<file path="src/shared/pgt_regs.svh">
// register offsets, reset values and timing figures of the frame timing block
// assumes an 8-bit indirect register port and a 200 MHz core clock
`ifndef PGT_REGS_SVH
`define PGT_REGS_SVH

`define PGT_ADDR_CTL 8'h01
`define PGT_ADDR_ACT_HI 8'h08
`define PGT_ADDR_ACT_LO 8'h09
`define PGT_ADDR_TOT_HI 8'h0a
`define PGT_ADDR_TOT_LO 8'h0b
`define PGT_ADDR_PER_HI 8'h0c
`define PGT_ADDR_PER_LO 8'h0d
`define PGT_ADDR_VBP 8'h0e
`define PGT_ADDR_VFP 8'h0f

`define PGT_CTL_EN_BIT 0

`define PGT_RST_ACT_HI 8'h01
`define PGT_RST_ACT_LO 8'he0
`define PGT_RST_TOT_HI 8'h02
`define PGT_RST_TOT_LO 8'h0d
`define PGT_RST_PER_HI 8'h0c
`define PGT_RST_PER_LO 8'h67
`define PGT_RST_VBP 8'h21
`define PGT_RST_VFP 8'h0a
`define PGT_RST_EN 1'b0

// clock period and line period units, in picoseconds
`define PGT_CLK_PS 5000
`define PGT_UNIT_10NS_PS 10000
`define PGT_UNIT_13NS_PS 13333
`define PGT_UNIT_20NS_PS 20000

`endif

</file>
<file path="src/shared/pgt_pkg.sv">
// types of the pattern generator frame timing block
// assumes nothing beyond a SystemVerilog compiler
package pgt_pkg;

   typedef enum logic [1:0] {
      PGT_RATE_400,
      PGT_RATE_800,
      PGT_RATE_1200,
      PGT_RATE_1600
   } pgt_rate_e;

   typedef enum logic [2:0] {
      S_IDLE,
      S_BACK,
      S_ACTIVE,
      S_FRONT,
      S_FILL
   } pgt_state_e;

   typedef struct packed {
      logic [15:0] acc;
      logic tick;
   } pgt_tick_s;

   typedef struct packed {
      logic [7:0] act_hi;
      logic [7:0] act_lo;
      logic [7:0] tot_hi;
      logic [7:0] tot_lo;
      logic [7:0] per_hi;
      logic [7:0] per_lo;
      logic [7:0] vbp;
      logic [7:0] vfp;
      logic en;
      logic [7:0] rdata;
      pgt_state_e st;
      logic [15:0] act_c;
      logic [15:0] tot_c;
      logic [15:0] per_c;
      logic [7:0] vbp_c;
      logic [7:0] vfp_c;
      logic [15:0] line_idx;
      logic [15:0] seg_cnt;
      logic [15:0] unit_cnt;
      logic fe_done;
      logic fs;
      logic fe;
      logic ls;
      logic lv;
      logic vb;
      logic busy;
   } pgt_core_s;

endpackage

</file>
<file path="src/pgt_frame_timing.sv">
// vertical and line timing of the test pattern generator
// assumes an 8-bit indirect register port in the core clock domain and a
// lane rate select that only changes while the generator is stopped
// How it works
// RULE1: each frame carries the 16-bit active line count, reset to 480 lines (0x01, 0xe0).
// RULE2: each frame lasts the 16-bit total line count, blanking lines included.
// RULE3: at 800 Mbps and 1.6 Gbps the line period count is in 10 ns units.
// RULE4: at 1.2 Gbps the line period count is in 13.33 ns units.
// RULE5: at 400 Mbps the line period count is in 20 ns units.
// RULE6: the line period bytes reset to 0x0c and 0x67, 31.75 us in 10 ns units.
// RULE7: the back porch count of blank lines follows frame start, before the first video line.
// RULE8: the front porch count of blank lines follows the last video line, before frame end.
// RULE9: frames are produced only while the enable bit is set; a frame that is running when the bit clears still runs to its last line.
// RULE10: every line takes one line period and fill lines pad the frame to the total.
`timescale 1ns/1ps
`include "pgt_regs.svh"
module pgt_frame_timing (
   input wire logic mclk,
   input wire logic nrst,
   input wire logic [7:0] reg_addr,
   input wire logic reg_wr_en,
   input wire logic [7:0] reg_wdata,
   input wire logic reg_rd_en,
   output logic [7:0] reg_rdata,
   input wire pgt_pkg::pgt_rate_e lane_rate,
   output logic frame_start,
   output logic frame_end,
   output logic line_start,
   output logic line_active,
   output logic vert_blank,
   output logic frame_busy
);
   import pgt_pkg::*;

   pgt_core_s r_r;
   pgt_core_s r_nxt;
   logic tick;
   logic frame_go;
   logic line_end;
   logic last_line;
   logic [15:0] per_eff;
   logic [15:0] tot_eff;

   function automatic pgt_state_e next_seg(input pgt_state_e cur, input logic [7:0] vbp,
                                           input logic [15:0] act, input logic [7:0] vfp);
      next_seg = S_FILL;
      if (cur == S_IDLE && vbp != 8'h00)
         next_seg = S_BACK;
      else if ((cur == S_IDLE || cur == S_BACK) && act != 16'h0000)
         next_seg = S_ACTIVE;
      else if (cur != S_FRONT && cur != S_FILL && vfp != 8'h00)
         next_seg = S_FRONT;
   endfunction

   function automatic logic [15:0] seg_len(input pgt_state_e cur, input logic [7:0] vbp,
                                           input logic [15:0] act, input logic [7:0] vfp);
      unique case (cur)
         S_BACK: seg_len = {8'h00, vbp};
         S_ACTIVE: seg_len = act;
         S_FRONT: seg_len = {8'h00, vfp};
         S_IDLE, S_FILL: seg_len = 16'hffff;
      endcase
   endfunction

   pgt_unit_tick #(
      .CLK_PS(`PGT_CLK_PS)
   ) u_tick (
      .mclk(mclk),
      .nrst(nrst),
      .clear(frame_go),
      .rate(lane_rate),
      .tick(tick)
   );

   // a zero count would never end a line or a frame; treat it as one
   assign per_eff = (r_r.per_c == 16'h0000) ? 16'h0001 : r_r.per_c;
   assign tot_eff = (r_r.tot_c == 16'h0000) ? 16'h0001 : r_r.tot_c;
   assign line_end = r_r.st != S_IDLE && tick &&
                     ({1'b0, r_r.unit_cnt} + 17'h1 >= {1'b0, per_eff}); // [RULE10]
   assign last_line = {1'b0, r_r.line_idx} + 17'h1 >= {1'b0, tot_eff}; // [RULE2]
   // a cleared enable lets the running frame finish cleanly
   assign frame_go = r_r.en && (r_r.st == S_IDLE || (line_end && last_line)); // [RULE9]

   always_comb
   begin
      r_nxt = r_r;
      r_nxt.fs = 1'b0;
      r_nxt.fe = 1'b0;
      r_nxt.ls = 1'b0;
      if (reg_rd_en)
      begin
         unique case (reg_addr)
            `PGT_ADDR_CTL: r_nxt.rdata = {7'h00, r_r.en};
            `PGT_ADDR_ACT_HI: r_nxt.rdata = r_r.act_hi;
            `PGT_ADDR_ACT_LO: r_nxt.rdata = r_r.act_lo;
            `PGT_ADDR_TOT_HI: r_nxt.rdata = r_r.tot_hi;
            `PGT_ADDR_TOT_LO: r_nxt.rdata = r_r.tot_lo;
            `PGT_ADDR_PER_HI: r_nxt.rdata = r_r.per_hi;
            `PGT_ADDR_PER_LO: r_nxt.rdata = r_r.per_lo;
            `PGT_ADDR_VBP: r_nxt.rdata = r_r.vbp;
            `PGT_ADDR_VFP: r_nxt.rdata = r_r.vfp;
            default: r_nxt.rdata = 8'h00;
         endcase
      end
      if (reg_wr_en)
      begin
         unique case (reg_addr)
            `PGT_ADDR_CTL: r_nxt.en = reg_wdata[`PGT_CTL_EN_BIT]; // [RULE9]
            `PGT_ADDR_ACT_HI: r_nxt.act_hi = reg_wdata;
            `PGT_ADDR_ACT_LO: r_nxt.act_lo = reg_wdata;
            `PGT_ADDR_TOT_HI: r_nxt.tot_hi = reg_wdata;
            `PGT_ADDR_TOT_LO: r_nxt.tot_lo = reg_wdata;
            `PGT_ADDR_PER_HI: r_nxt.per_hi = reg_wdata;
            `PGT_ADDR_PER_LO: r_nxt.per_lo = reg_wdata;
            `PGT_ADDR_VBP: r_nxt.vbp = reg_wdata;
            `PGT_ADDR_VFP: r_nxt.vfp = reg_wdata;
            default: r_nxt.en = r_r.en;
         endcase
      end
      if (tick && r_r.st != S_IDLE)
         r_nxt.unit_cnt = r_r.unit_cnt + 16'h1;
      if (line_end)
      begin
         r_nxt.unit_cnt = 16'h0000;
         r_nxt.line_idx = r_r.line_idx + 16'h1;
         r_nxt.seg_cnt = r_r.seg_cnt + 16'h1;
         if (last_line)
         begin
            // a short total cuts the frame; frame end still goes out
            r_nxt.fe = !r_r.fe_done; // [RULE2]
            r_nxt.fe_done = 1'b1;
            r_nxt.st = S_IDLE;
            r_nxt.busy = 1'b0;
         end
         else
         begin
            r_nxt.ls = 1'b1; // [RULE10]
            if ({1'b0, r_r.seg_cnt} + 17'h1 >=
                {1'b0, seg_len(r_r.st, r_r.vbp_c, r_r.act_c, r_r.vfp_c)})
            begin
               r_nxt.st = next_seg(r_r.st, r_r.vbp_c, r_r.act_c, r_r.vfp_c); // [RULE7] [RULE8]
               r_nxt.seg_cnt = 16'h0000;
               if (r_nxt.st == S_FILL && !r_r.fe_done)
               begin
                  r_nxt.fe = 1'b1; // [RULE8]
                  r_nxt.fe_done = 1'b1;
               end
            end
         end
      end
      if (frame_go)
      begin
         // counts are frozen per frame so that writes never tear a frame
         r_nxt.act_c = {r_r.act_hi, r_r.act_lo}; // [RULE1]
         r_nxt.tot_c = {r_r.tot_hi, r_r.tot_lo}; // [RULE2]
         r_nxt.per_c = {r_r.per_hi, r_r.per_lo};
         r_nxt.vbp_c = r_r.vbp;
         r_nxt.vfp_c = r_r.vfp;
         r_nxt.st = next_seg(S_IDLE, r_r.vbp, {r_r.act_hi, r_r.act_lo}, r_r.vfp); // [RULE7]
         r_nxt.fs = 1'b1;
         r_nxt.ls = 1'b1;
         r_nxt.busy = 1'b1;
         r_nxt.line_idx = 16'h0000;
         r_nxt.seg_cnt = 16'h0000;
         r_nxt.unit_cnt = 16'h0000;
         r_nxt.fe_done = r_nxt.st == S_FILL;
         r_nxt.fe = r_nxt.fe || r_nxt.st == S_FILL;
      end
      r_nxt.lv = r_nxt.st == S_ACTIVE; // [RULE1]
      r_nxt.vb = r_nxt.busy && r_nxt.st != S_ACTIVE;
   end

   always_ff @(posedge mclk)
   begin
      if (!nrst)
      begin
         r_r <= '0;
         r_r.st <= S_IDLE;
         r_r.act_hi <= `PGT_RST_ACT_HI; // [RULE1]
         r_r.act_lo <= `PGT_RST_ACT_LO; // [RULE1]
         r_r.tot_hi <= `PGT_RST_TOT_HI;
         r_r.tot_lo <= `PGT_RST_TOT_LO;
         r_r.per_hi <= `PGT_RST_PER_HI; // [RULE6]
         r_r.per_lo <= `PGT_RST_PER_LO; // [RULE6]
         r_r.vbp <= `PGT_RST_VBP;
         r_r.vfp <= `PGT_RST_VFP;
         r_r.en <= `PGT_RST_EN;
      end
      else
         r_r <= r_nxt;
   end

   assign reg_rdata = r_r.rdata;
   assign frame_start = r_r.fs;
   assign frame_end = r_r.fe;
   assign line_start = r_r.ls;
   assign line_active = r_r.lv;
   assign vert_blank = r_r.vb;
   assign frame_busy = r_r.busy;

   // checking helpers, read only by the assertions below
   logic [31:0] cyc_h;
   logic ls_seen_h;
   logic fs_seen_h;
   logic [15:0] fl_h;
   logic [15:0] tot_h;
   logic [15:0] act_h;
   logic [15:0] since_h;
   logic [31:0] per13_lo;

   always_ff @(posedge mclk)
   begin
      if (!nrst)
      begin
         cyc_h <= 32'h0;
         ls_seen_h <= 1'b0;
         fs_seen_h <= 1'b0;
         fl_h <= 16'h0;
         tot_h <= 16'h0;
         act_h <= 16'h0;
         since_h <= 16'h0;
      end
      else
      begin
         cyc_h <= r_r.ls ? 32'h1 : cyc_h + 32'h1;
         ls_seen_h <= r_r.ls || (ls_seen_h && r_r.st != S_IDLE);
         fs_seen_h <= r_r.fs || (fs_seen_h && r_r.st != S_IDLE);
         fl_h <= r_r.fs ? 16'h1 : (r_r.ls ? fl_h + 16'h1 : fl_h);
         tot_h <= r_r.fs ? tot_eff : tot_h;
         act_h <= r_r.fs ? {15'h0, r_r.lv} : ((r_r.ls && r_r.lv) ? act_h + 16'h1 : act_h);
         since_h <= (r_r.ls && r_r.lv) ? 16'h0 : (r_r.ls ? since_h + 16'h1 : since_h);
      end
   end

   assign per13_lo = ({16'h0, per_eff} * 32'h8) / 32'h3;
endmodule

</file>
<file path="src/pgt_unit_tick.sv">
// line period unit tick: one pulse per 10, 13.33 or 20 ns unit of the lane rate
// assumes clear is a one-cycle request from the frame sequencer
`timescale 1ns/1ps
`include "pgt_regs.svh"
module pgt_unit_tick #(
   parameter int CLK_PS = `PGT_CLK_PS
) (
   input wire logic mclk,
   input wire logic nrst,
   input wire logic clear,
   input wire pgt_pkg::pgt_rate_e rate,
   output logic tick
);
   import pgt_pkg::*;

   if (CLK_PS < 1 || CLK_PS > `PGT_UNIT_10NS_PS)
   begin : g_chk
      $error("clock period must not exceed the shortest unit");
   end

   pgt_tick_s r_r;
   pgt_tick_s r_nxt;
   logic [15:0] unit;
   logic [15:0] sum;

   // 13.33 ns is not a whole number of cycles: a phase accumulator keeps the
   // average unit exact and jitters each tick by at most one cycle
   always_comb
   begin
      r_nxt = r_r;
      unique case (rate)
         PGT_RATE_400: unit = 16'(`PGT_UNIT_20NS_PS); // [RULE5]
         PGT_RATE_1200: unit = 16'(`PGT_UNIT_13NS_PS); // [RULE4]
         PGT_RATE_800, PGT_RATE_1600: unit = 16'(`PGT_UNIT_10NS_PS); // [RULE3]
      endcase
      // a clear counts as the first cycle of a unit, else the first line of
      // every frame would run one cycle long
      sum = (clear ? 16'h0000 : r_r.acc) + 16'(CLK_PS);
      if (sum >= unit)
      begin
         r_nxt.acc = sum - unit;
         r_nxt.tick = 1'b1;
      end
      else
      begin
         r_nxt.acc = sum;
         r_nxt.tick = 1'b0;
      end
   end

   always_ff @(posedge mclk)
   begin
      if (!nrst)
         r_r <= '0;
      else
         r_r <= r_nxt;
   end

   assign tick = r_r.tick;

endmodule
</file>
<file path="config.mk">
export PLATFORM = sky130hd
export DESIGN_NAME = pgt_frame_timing
export DESIGN_NICKNAME = d
export VERILOG_FILES = /design/src/shared/pgt_pkg.sv /design/src/pgt_frame_timing.sv /design/src/pgt_unit_tick.sv
export VERILOG_INCLUDE_DIRS = /design/src /design/src/shared
export SDC_FILE = /design/constraint.sdc
export NUM_CORES = 1
export LEC_CHECK = 0
export BUFFER_PORTS_ARGS = -buffer_cell sky130_fd_sc_hd__buf_2
export CAP_MARGIN = 15
export CORE_MARGIN = 1.5
export CORE_UTILIZATION = 26
export CTS_CLUSTER_SIZE = 20
export DETAILED_ROUTE_END_ITERATION = 16
export GPL_TIMING_DRIVEN = 1
export PLACE_DENSITY = 0.47
export SLEW_MARGIN = 20
export SYNTH_ARGS = -nofsm -noshare
export SYNTH_HDL_FRONTEND = slang
export SYNTH_SLANG_ARGS = --single-unit
</file>
<file path="constraint.sdc">
create_clock -name mclk -period 6.95 [get_ports mclk]
set_input_delay 1.39 -clock mclk [delete_from_list [all_inputs] [get_ports mclk]]
set_output_delay 1.39 -clock mclk [all_outputs]
set_load 0.05 [all_outputs]
</file>
; Word level (Yosys, flattened, before mapping)
; Cells that the tools add are included.
[word_totals]
register_bits = 212
in_bits = 22
output_inout_bits = 14
wordCells = 143
[op_classes]
addsub = 8
order_cmp = 4
eq_ne = 22
n_mux = 38
bitwise_logic = 1
n_reduce_logical = 42
[ops]
columns = op, count
row1 = $mux W16, 8
row2 = $mux W119, 1
row3 = $pmux W8 S9, 1
row4 = $eq A8 B4 Y1 const B, 8
row5 = $pmux W16 S4, 1
row6 = $add A16 B1 Y17 const B, 3
row7 = $ge A17 B16 Y1, 3
row8 = $mux W49, 1
row9 = $add A16 B1 Y16 const B, 3
row10 = $pmux W16 S3, 1
row11 = $mux W3, 13
row12 = $logic_not A16 Y1, 2
row13 = $reduce_bool A16 Y1, 2
row14 = $reduce_bool A8 Y1, 4
row15 = $reduce_and A2 Y1, 9
row16 = $mux W17, 1
row17 = $add A16 B13 Y16 const B, 1
row18 = $ge A16 B16 Y1, 1
row19 = $sub A16 B16 Y16, 1
row20 = $logic_and A1 B1 Y1, 10
row21 = $mux W1, 10
row22 = $eq A3 B2 Y1 const B, 3
row23 = $eq A3 B3 Y1 const B, 3
row24 = $reduce_bool A3 Y1, 3
row25 = 16 further kinds, 22

; Logic depth before layout (Yosys ltp)
; Gate-level depths: netlist (run 1).
[depth]
word_depth = 19
ltp_mapped = 31
mapped_depth_nobuf = 29

; Modules after synthesis
; Synthesis (run 1) repeated with hierarchy kept, for this count alone.
[unflattened]
cells_unflattened = 1407
hier_area_um2 = 11676.2
[by_module_without_submodules]
columns = module, n_inst, cells_each, area_per_inst_um2, seq_area_each_um2
row1 = pgt_frame_timing, 1, 1209, 10085.9, 3903.7
row2 = pgt_unit_tick, 1, 198, 1590.3, 340.3

; Worst setup path before layout (run 1)
; No wires, ideal clock.
[synth_timing]
path_kind = reg2reg
from = register r_r[41] in the netlist's numbering
to = register u_tick.r_r[14] in the netlist's numbering
setup_ns = 0.116
arrival_ns = 6.063
t_required_ns = 6.834
path_slack_ns = 0.771
stages_incl_launch_ff = 31
n_path_buf = 1
synth_period_minus_slack_ns = 6.179
cell_sequence = dfxtp_1 -> and3_1 -> and3_1 -> and3_1 -> and3_1 -> and3_1 -> and3_1 -> xor2_1 -> ha_1 -> a21oi_1 -> nand2_1 -> a221oi_1 -> o221ai_2 -> a31oi_4 -> nor2_1 -> clkbuf_1 -> nor2_1 -> ha_1 -> nand3_1 -> nand2_1 -> nand2_1 -> xor2_1 -> nor2_1 -> ha_1 -> and4b_1 -> a31o_2 -> a211oi_1 -> a31o_4 -> o21ba_2 -> or3_1 -> a31o_2
[synth_via]
elab_chain_len = 9
word_cells_on_any_way = 10
classes_between = add/sub: 3 / order compare: 2 / mux: 2 / reduce/logical: 3
[synth_rtl]
columns = item, line
row1 = start: declaration, pgt_frame_timing.sv:35  ; pgt_core_s r_r;
row2 = start signal: assignment, pgt_frame_timing.sv:190  ; r_r <= r_nxt;
row3 = $add A16 B1 Y17 *, pgt_frame_timing.sv:80  ; assign last_line = {1'b0, r_r.line_idx} + 17'h1 >= {1'b0, tot_eff};
row4 = $ge A17 B16 Y1 *, pgt_frame_timing.sv:80
row5 = $logic_and A1 B1 Y1 *, pgt_frame_timing.sv:82  ; assign frame_go = r_r.en && (r_r.st == S_IDLE || (line_end && last_line));
row6 = $logic_or A1 B1 Y1 *, pgt_frame_timing.sv:82
row7 = $logic_and A1 B1 Y1 *, pgt_frame_timing.sv:82
row8 = $mux W16 *, pgt_unit_tick.sv:38  ; sum = (clear ? 16'h0000 : r_r.acc) + 16'(CLK_PS);
row9 = $add A16 B13 Y16 *, pgt_unit_tick.sv:38
row10 = $sub A16 B16 Y16 or $ge A16 B16 Y1 (tied branches), "pgt_unit_tick.sv:41, pgt_unit_tick.sv:39"
row11 = $mux W17 *, pgt_unit_tick.sv:39  ; if (sum >= unit)
row12 = end signal: assignment, pgt_unit_tick.sv:56  ; r_r <= r_nxt;
row13 = end: declaration, pgt_unit_tick.sv:21  ; pgt_tick_s r_r;
; Every way passes the cells marked *; elsewhere a longest branch is shown, timed or not.
; A chain may end at the register's enable or synchronous reset.

; Final worst setup path (run 1)
[layout_timing]
from = register r_r[41] in the netlist's numbering
to = register u_tick.r_r[16] in the netlist's numbering
; Same word-level chain as after synthesis.

==> results by group, run 1 <==
Status
  – Status: completed

Setup path
  – Required @ worst endpoint: between 7 and 8 ns
  – CP Class: reg -> reg
  – Arrival time worst endpoint: around 7 ns
  – Slowest cell on the critical path: dfxtp_1
  – Crit-path most repeated cell: and3_1
  – Worst setup EP type: register
  – R2R cell count: 28
  – Crit Path Max Fanout: 8
  – Crit path launch type: register
  – Largest stage delay, worst path: about 0.43 ns

Routing
  – Detailed-route vias per instance: slightly below 5
  – WL/cell: roughly 17 µm
  – DRC marker count from the first detailed-route iteration: around 770
  – Routed WL: around 35000 µm
  – DRC Markers: 0
  – Routed Antenna Nets: 0
  – Vias: about 10000
  – Initial DRT Pass Iterations: 5

Die
  – Initial core utilization: 26.4%
  – Ports: 36
  – Die Ht: 215 µm
  – Die area: around 46000 µm²
  – Row cnt: 77
  – Core Region: roughly 44000 µm²
  – Die Width: approximately 210 µm

GRT
  – Total grt overflow: 0
  – First-pass GRT wire length: about 55000 µm
  – Initial antenna violation count: 0
  – Pin count of the biggest net entering global routing: 80
  – Gr usage total: around 15%
  – Number of global-route vias before repair: roughly 9600

Synthesis
  – Asr flop ratio synth: 0%
  – Synthesized cell area: 11700 µm²
  – Syn Nets: between 1500 and 2000
  – Yosys top cell area share: about 36%
  – Most frequent cell after synthesis: nand2_1
  – Avg Inst Size Synth: 7.82 µm²
  – Synth top area cells: dfxtp_1, nand2_1, ha_1
  – Most common library cells after synthesis: nand2_1, dfxtp_1, a21oi_1
  – Yosys top cell by area: dfxtp_1
  – Synth Warn #: 0
  – Synth cell types: 78
  – Post-synth top flop: dfxtp_1
  – Number of enable flip-flop cells after synthesis: 0
  – Seq/Total Area, Yosys: between 30% and 40%
  – Mapped Cells: around 1500
  – #FFs+latches synth: around 210

Clock network
  – Clock root buffer: clkbuf_16
  – Clock transition at path regs: 0.06 ns
  – TritonCTS Buffers: 26
  – Buffer count from post-CTS setup fixing: 0
  – CTS tree: done
  – Clk_lat worst skew: ~0.56 ns
  – Longest Clk Path Bufs: 3
  – Depth of the CTS H-tree: 1
  – CTS Hold Bufs: 0
  – Clock sinks: 212
  – PostCTS Resize Cnt: 0

Layout
  – Nets: roughly 1600
  – Share of cells above drive strength 1: under 10%
  – Layout area overhead: 12.8%
  – Filler Cell Count: roughly 4700
  – Antenna fix cells: 0

Power
  – VDD IR max: between 0.0001 and 0.00015 V
  – Leakage: ~5.0 nW
  – Pwr dens: ~270 nW/µm²

STA
  – Final cycle utilization of the critical path: 93.6%
  – Slew HR: a little over a quarter
  – Max-slew violations: 0
  – Worst Clk Skew: between 0.03 and 0.04 ns
  – Hold Violations, Final: 0
  – Fin crit period: between 6 and 7 ns
  – Worst-margin pin slew: 1.10 ns
  – Achievable Freq: about 150 MHz
  – Final TNS setup: 0 ns
  – Final setup vio count: 0
  – Hold WS: around 0.46 ns
  – RSZ-0062 raised after global routing: no

Placement
  – GP Congestion: around 0.86
  – Port bufs: 35
  – Dpl hpwl: between 20000 and 25000 µm

Hold path
  – Worst hold stages: 2
  – Hold Crit Class: reg -> reg

Flow run
  – Max-cap violations: 0
per-layer routing:
| metal | GRT usage, % | share of wire, % |
|---|---|---|
| met3 | 2.00 | 4.5 |
| met2 | 22.8 | 44 |
| met1 | 21.2 | 49 |
| met4 | 4.46 | 2.4 |
| met5 | 0 | 0 |
cell usage in the layout (no fill, tap or decap), types with 7 or more instances in the layout:
master and n:
nand2b_1 12, buf_2 35, ha_1 63, a21oi_1 149, nor2_1 77, inv_1 45
a21o_1 15, and2_1 12, buf_4 16, o21a_1 8, nor4_1 22, o211ai_1 7
nand4_1 14, a41oi_1 8, nor3_1 18, xnor2_1 37, nand2_1 313, o21ai_0 42
o22ai_1 9, a22o_1 9, mux2_2 10, a22oi_1 30, a31oi_1 7, and3_1 28
xor2_1 52, dfxtp_1 212, nand3_1 98, clkbuf_16 26
flip-flops by register name, summed over array words and instances, names as in the netlist:
signal	flops
line_active	1
frame_start	1
vert_blank	1
u_tick.r_r	16
reg_rdata	8
frame_busy	1
frame_end	1
line_start	1
r_r	181
u_tick.tick	1
final cells by class:
type,instances,area [µm²],share of cell area (%)
multi-input cells,1140,6870,52.2
clock inverters,10,97.6,0.741
flip-flops and latches,212,4240,32.2
clock buffers,35,734,5.58
inverters,48,183,1.39
repair buffers,51,295,2.24
well taps,592,741,5.63
worst paths after layout:
kind / slack, ns / from / to
max: 0.44 / r_r[41] / u_tick.r_r[16]
min reg2reg: 0.46 / r_r[71] / r_r[71]
max reg2reg: 0.44 / r_r[41] / u_tick.r_r[16]
min: 0.46 / r_r[71] / r_r[71]
critical path, delay by kind of cell (launching register included):
| kind | cells | cell delay [ns] |
|---|---|---|
| buf+inv | 1 | 0.09 |
| fa+ha+maj | 3 | 0.87 |
| simple gates | 8 | 1.51 |
| xor+xnor | 2 | 0.28 |
| flops | 1 | 0.43 |
| compound gates | 14 | 3.24 |
power by group:
| part | switching (mW) | internal, mW | total [mW] | leakage, nW |
|---|---|---|---|---|
| logic | 0.549 | 0.386 | 0.934 | 2.87 |
| clock network | 0.557 | 0.776 | 1.33 | 0.402 |
| registers | 0.0477 | 1.26 | 1.31 | 1.71 |
cell families (layout without fill, tap and decap cells):
logic type / Yosys count / in the layout / synth area share [%]
AO/OA/AOI/OAI: 341 / 341 / 19.0
flip-flops: 212 / 212 / 36.4
XOR/XNOR: 89 / 89 / 6.68
AND/OR/NAND/NOR: 631 / 631 / 24.7
multiplexers: 16 / 16 / 1.48
adder cells (fa/ha/maj): 63 / 63 / 6.75
buffers and inverters: 141 / 144 / 5.00
metrics by stage:
step           total power, mW  util [%]  cells  setup slack (ns)  area (µm²)
6_report                  3.57      29.8   2088             0.443       13200
5_1_grt                   3.77      29.8   2088           0.00990       13200
4_1_cts                   3.60      29.7   2088             0.331       13100
3_5_place_dp              2.24      27.8   2043             0.332       12300
3_3_place_gp              2.25      27.8   2043             0.487       12300
2_1_floorplan             2.05         -   1493             0.771       11700
Note: power is estimated with default switching activity, not from simulation.
==> run 2, diff against run 1 <==
- ABC_AREA: unset -> 1
- CORE_UTILIZATION: 26 -> 30
- PLACE_DENSITY: 0.47 -> 0.51
==> results by group, run 2 <==
Status
  – Status: completed

STA
  – Worst Clk Skew: between 0.01 and 0.015 ns
  – Achievable Freq: ~170 MHz
  – Final setup vio count: 0
  – Final TNS setup: 0 ns
  – Worst-margin pin slew: ~0.88 ns
  – Fin crit period: roughly 6 ns
  – Final worst slack: approximately 0.90 ns
  – Hold Violations, Final: 0
  – Slew HR: between 40% and 50%
  – Max-slew violations: 0
  – Hold WS: around 0.47 ns
  – RSZ-0062 raised after global routing: no
  – Final cycle utilization of the critical path: approximately 87%

Power
  – Net switching power figure: about 1.2 mW
  – Part of the power in registers: 36.8%
  – Switching Fraction: between 30% and 40%
  – Comb power frac: between 20% and 30%
  – Leakage: about 5.4 nW
  – VDD IR max: between 0.00015 and 0.0002 V
  – Pwr dens: 275 nW/µm²
  – Clk pwr share: 38.3%
  – Pint: between 2 and 2.5 mW

Routing
  – DRC marker count from the first detailed-route iteration: between 800 and 900
  – Initial DRT Pass Iterations: 5
  – DRC Markers: 0
  – Routed Antenna Nets: 0
  – WL/cell: about 16 µm
  – Detailed-route vias per instance: ~4.9
  – Routed WL: 32200 µm
  – Vias: between 10000 and 15000

Placement
  – Setup Slack @ Placement: roughly 0.91 ns
  – Dpl hpwl: 23800 µm
  – GP Congestion: about 0.91
  – Port bufs: 35
  – Dpl cell area: about 12000 µm²

Synthesis
  – Post-synthesis mux area share: 0.177%
  – Synth Warn #: 0
  – Synth top area cells: dfxtp_1, inv_1, nand2_1
  – Most common library cells after synthesis: inv_1, nand2_1, dfxtp_1
  – Seq/Total Area, Yosys: approximately 38%
  – Yosys top cell by area: dfxtp_1
  – Yosys top cell area share: ~38%
  – Number of enable flip-flop cells after synthesis: 0
  – Mapped Cells: 1537
  – Post-Synth Adder-Cell Area: under 10%
  – #FFs+latches synth: 212
  – Simple-gate share of the synthesized area: 21.2%
  – Post-Synth XOR/XNOR Area: 4.02%
  – Avg Inst Size Synth: approximately 7.4 µm²
  – Complex-gate fraction of the synthesized area: around 19%
  – Synth cell types: 54
  – Most frequent cell after synthesis: inv_1
  – Syn Nets: approximately 1600
  – Post-synth top flop: dfxtp_1
  – Synthesized cell area: between 10000 and 15000 µm²
  – Largest family of logic cells by synthesized area: simple AND/OR/NAND/NOR gates
  – Asr flop ratio synth: 0%

Clock network
  – Clock transition at path regs: approximately 0.06 ns
  – Clock sinks: roughly 210
  – Longest Clk Path Bufs: 3
  – TritonCTS Buffers: 25
  – PostCTS Resize Cnt: 0
  – Clock root buffer: clkbuf_16
  – Buffer count from post-CTS setup fixing: 0
  – CTS Hold Bufs: 0
  – CTS tree: done
  – Clk_lat worst skew: about 0.53 ns
  – Depth of the CTS H-tree: 1

Layout
  – Nets: 1639
  – Multi-input gate area: 5760 µm²
  – Max FFs per register: 181
  – Antenna fix cells: 0
  – Fin util: 34.6%
  – Filler Cell Count: a little under 4000
  – Layout area overhead: 12.8%
  – Most frequent cells in the layout: inv_1, nand2_1, dfxtp_1
  – Most common cell after layout, fill and taps aside: inv_1
  – Sequential Area: between 4000 and 5000 µm²
  – Final instance area: around 13000 µm²
  – Most flop-heavy register: r_r
  – Share of cells above drive strength 1: between 9 and 10%

Die
  – Core Region: between 30000 and 40000 µm²
  – Die Width: approximately 200 µm
  – Die Ht: 197 µm
  – Row cnt: 70
  – Die area: 38900 µm²
  – Ports: 36
  – Initial core utilization: between 30% and 40%

GRT
  – Total grt overflow: 0
  – Gr usage total: 16.6%
  – Pin count of the biggest net entering global routing: 68
  – First-pass GRT wire length: around 51000 µm
  – Initial antenna violation count: 1
  – Number of global-route vias before repair: around 9500

Setup path
  – CP Class: reg -> reg
  – Required @ worst endpoint: 7.42 ns
  – Crit Path Max Fanout: 25
  – Slowest cell on the critical path: dfxtp_1
  – R2R cell count: 39
  – Arrival time worst endpoint: roughly 6.5 ns
  – Worst setup EP type: register
  – Largest stage delay, worst path: ~0.40 ns
  – Crit path launch type: register

Flow run
  – Max-cap violations: 0

Hold path
  – Hold Crit Class: reg -> reg
  – Worst hold stages: 2
[run 2: cell types whose count changed after synthesis, moves of 29 or more]
cell     delta
o22ai_1    +87
o21ai_0    +40
nor2_1     +41
a21oi_1    -50
xnor2_1    -31
nand2_1    -61
nand3_1    -36
a22oi_1    -29
inv_1     +214
[run 2: stage by stage]
| step | cells | power (mW) |
|---|---|---|
| 2_1_floorplan | 1537 | 2.01 |
| 3_3_place_gp | 2031 | 2.18 |
| 3_5_place_dp | 2031 | 2.18 |
| 4_1_cts | 2076 | 3.53 |
| 5_1_grt | 2076 | 3.72 |
| 6_report | 2076 | 3.50 |
[run 2: final timing paths]
path	start	end	slack (ns)
worst min-delay path	reg_rdata[0]	reg_rdata[0]	0.47
worst min register to register	reg_rdata[0]	reg_rdata[0]	0.47
worst max register to register	r_r[39]	u_tick.r_r[14]	0.90
worst max-delay path	r_r[39]	u_tick.r_r[14]	0.90
[run 2: power groups by stage]
stage	sequential [mW]	clock (mW)	combinational (mW)
2_1_floorplan	1.31	0	0.706
3_3_place_gp	1.32	0	0.862
3_5_place_dp	1.32	0	0.866
4_1_cts	1.29	1.37	0.872
5_1_grt	1.29	1.42	0.999
6_report	1.29	1.34	0.872
[run 2: area by class of cell]
cell class / count / area share, %
Clock buffer: 31 / 5.47
Clock inverter: 14 / 1.11
Inverter: 278 / 8.23
Multi-Input combinational cell: 995 / 45.2
Sequential cell: 212 / 33.3
Tap cell: 504 / 4.95
Timing Repair Buffer: 42 / 1.79
[run 2: routing by layer]
layer / vias to the layer above / track usage (%) / part of all wire [%]
li1: 5159 / - / -
met1: 4697 / 24.2 / 50
met2: 239 / 25.7 / 43
met3: 41 / 2.37 / 5.5
met4: 0 / 3.96 / 1.9
met5: - / 0 / 0
[run 2: cells by family (layout without fill, tap and decap cells)]
family | after synthesis | count (layout)
compound gates | 352 | 352
xor+xnor | 51 | 51
fa+ha+maj | 63 | 63
simple gates | 527 | 527
buf+inv | 330 | 365
flops | 212 | 212
mux | 2 | 2
[run 2: critical path, delay by kind of cell, from the launching register on]
family                   cells  cell delay [ns]
AND/OR/NAND/NOR             24             3.38
adder cells (fa/ha/maj)      3             0.81
buffers and inverters        7             0.63
XOR/XNOR                     2             0.43
flip-flops                   1             0.40
AO/OA/AOI/OAI                3             0.36
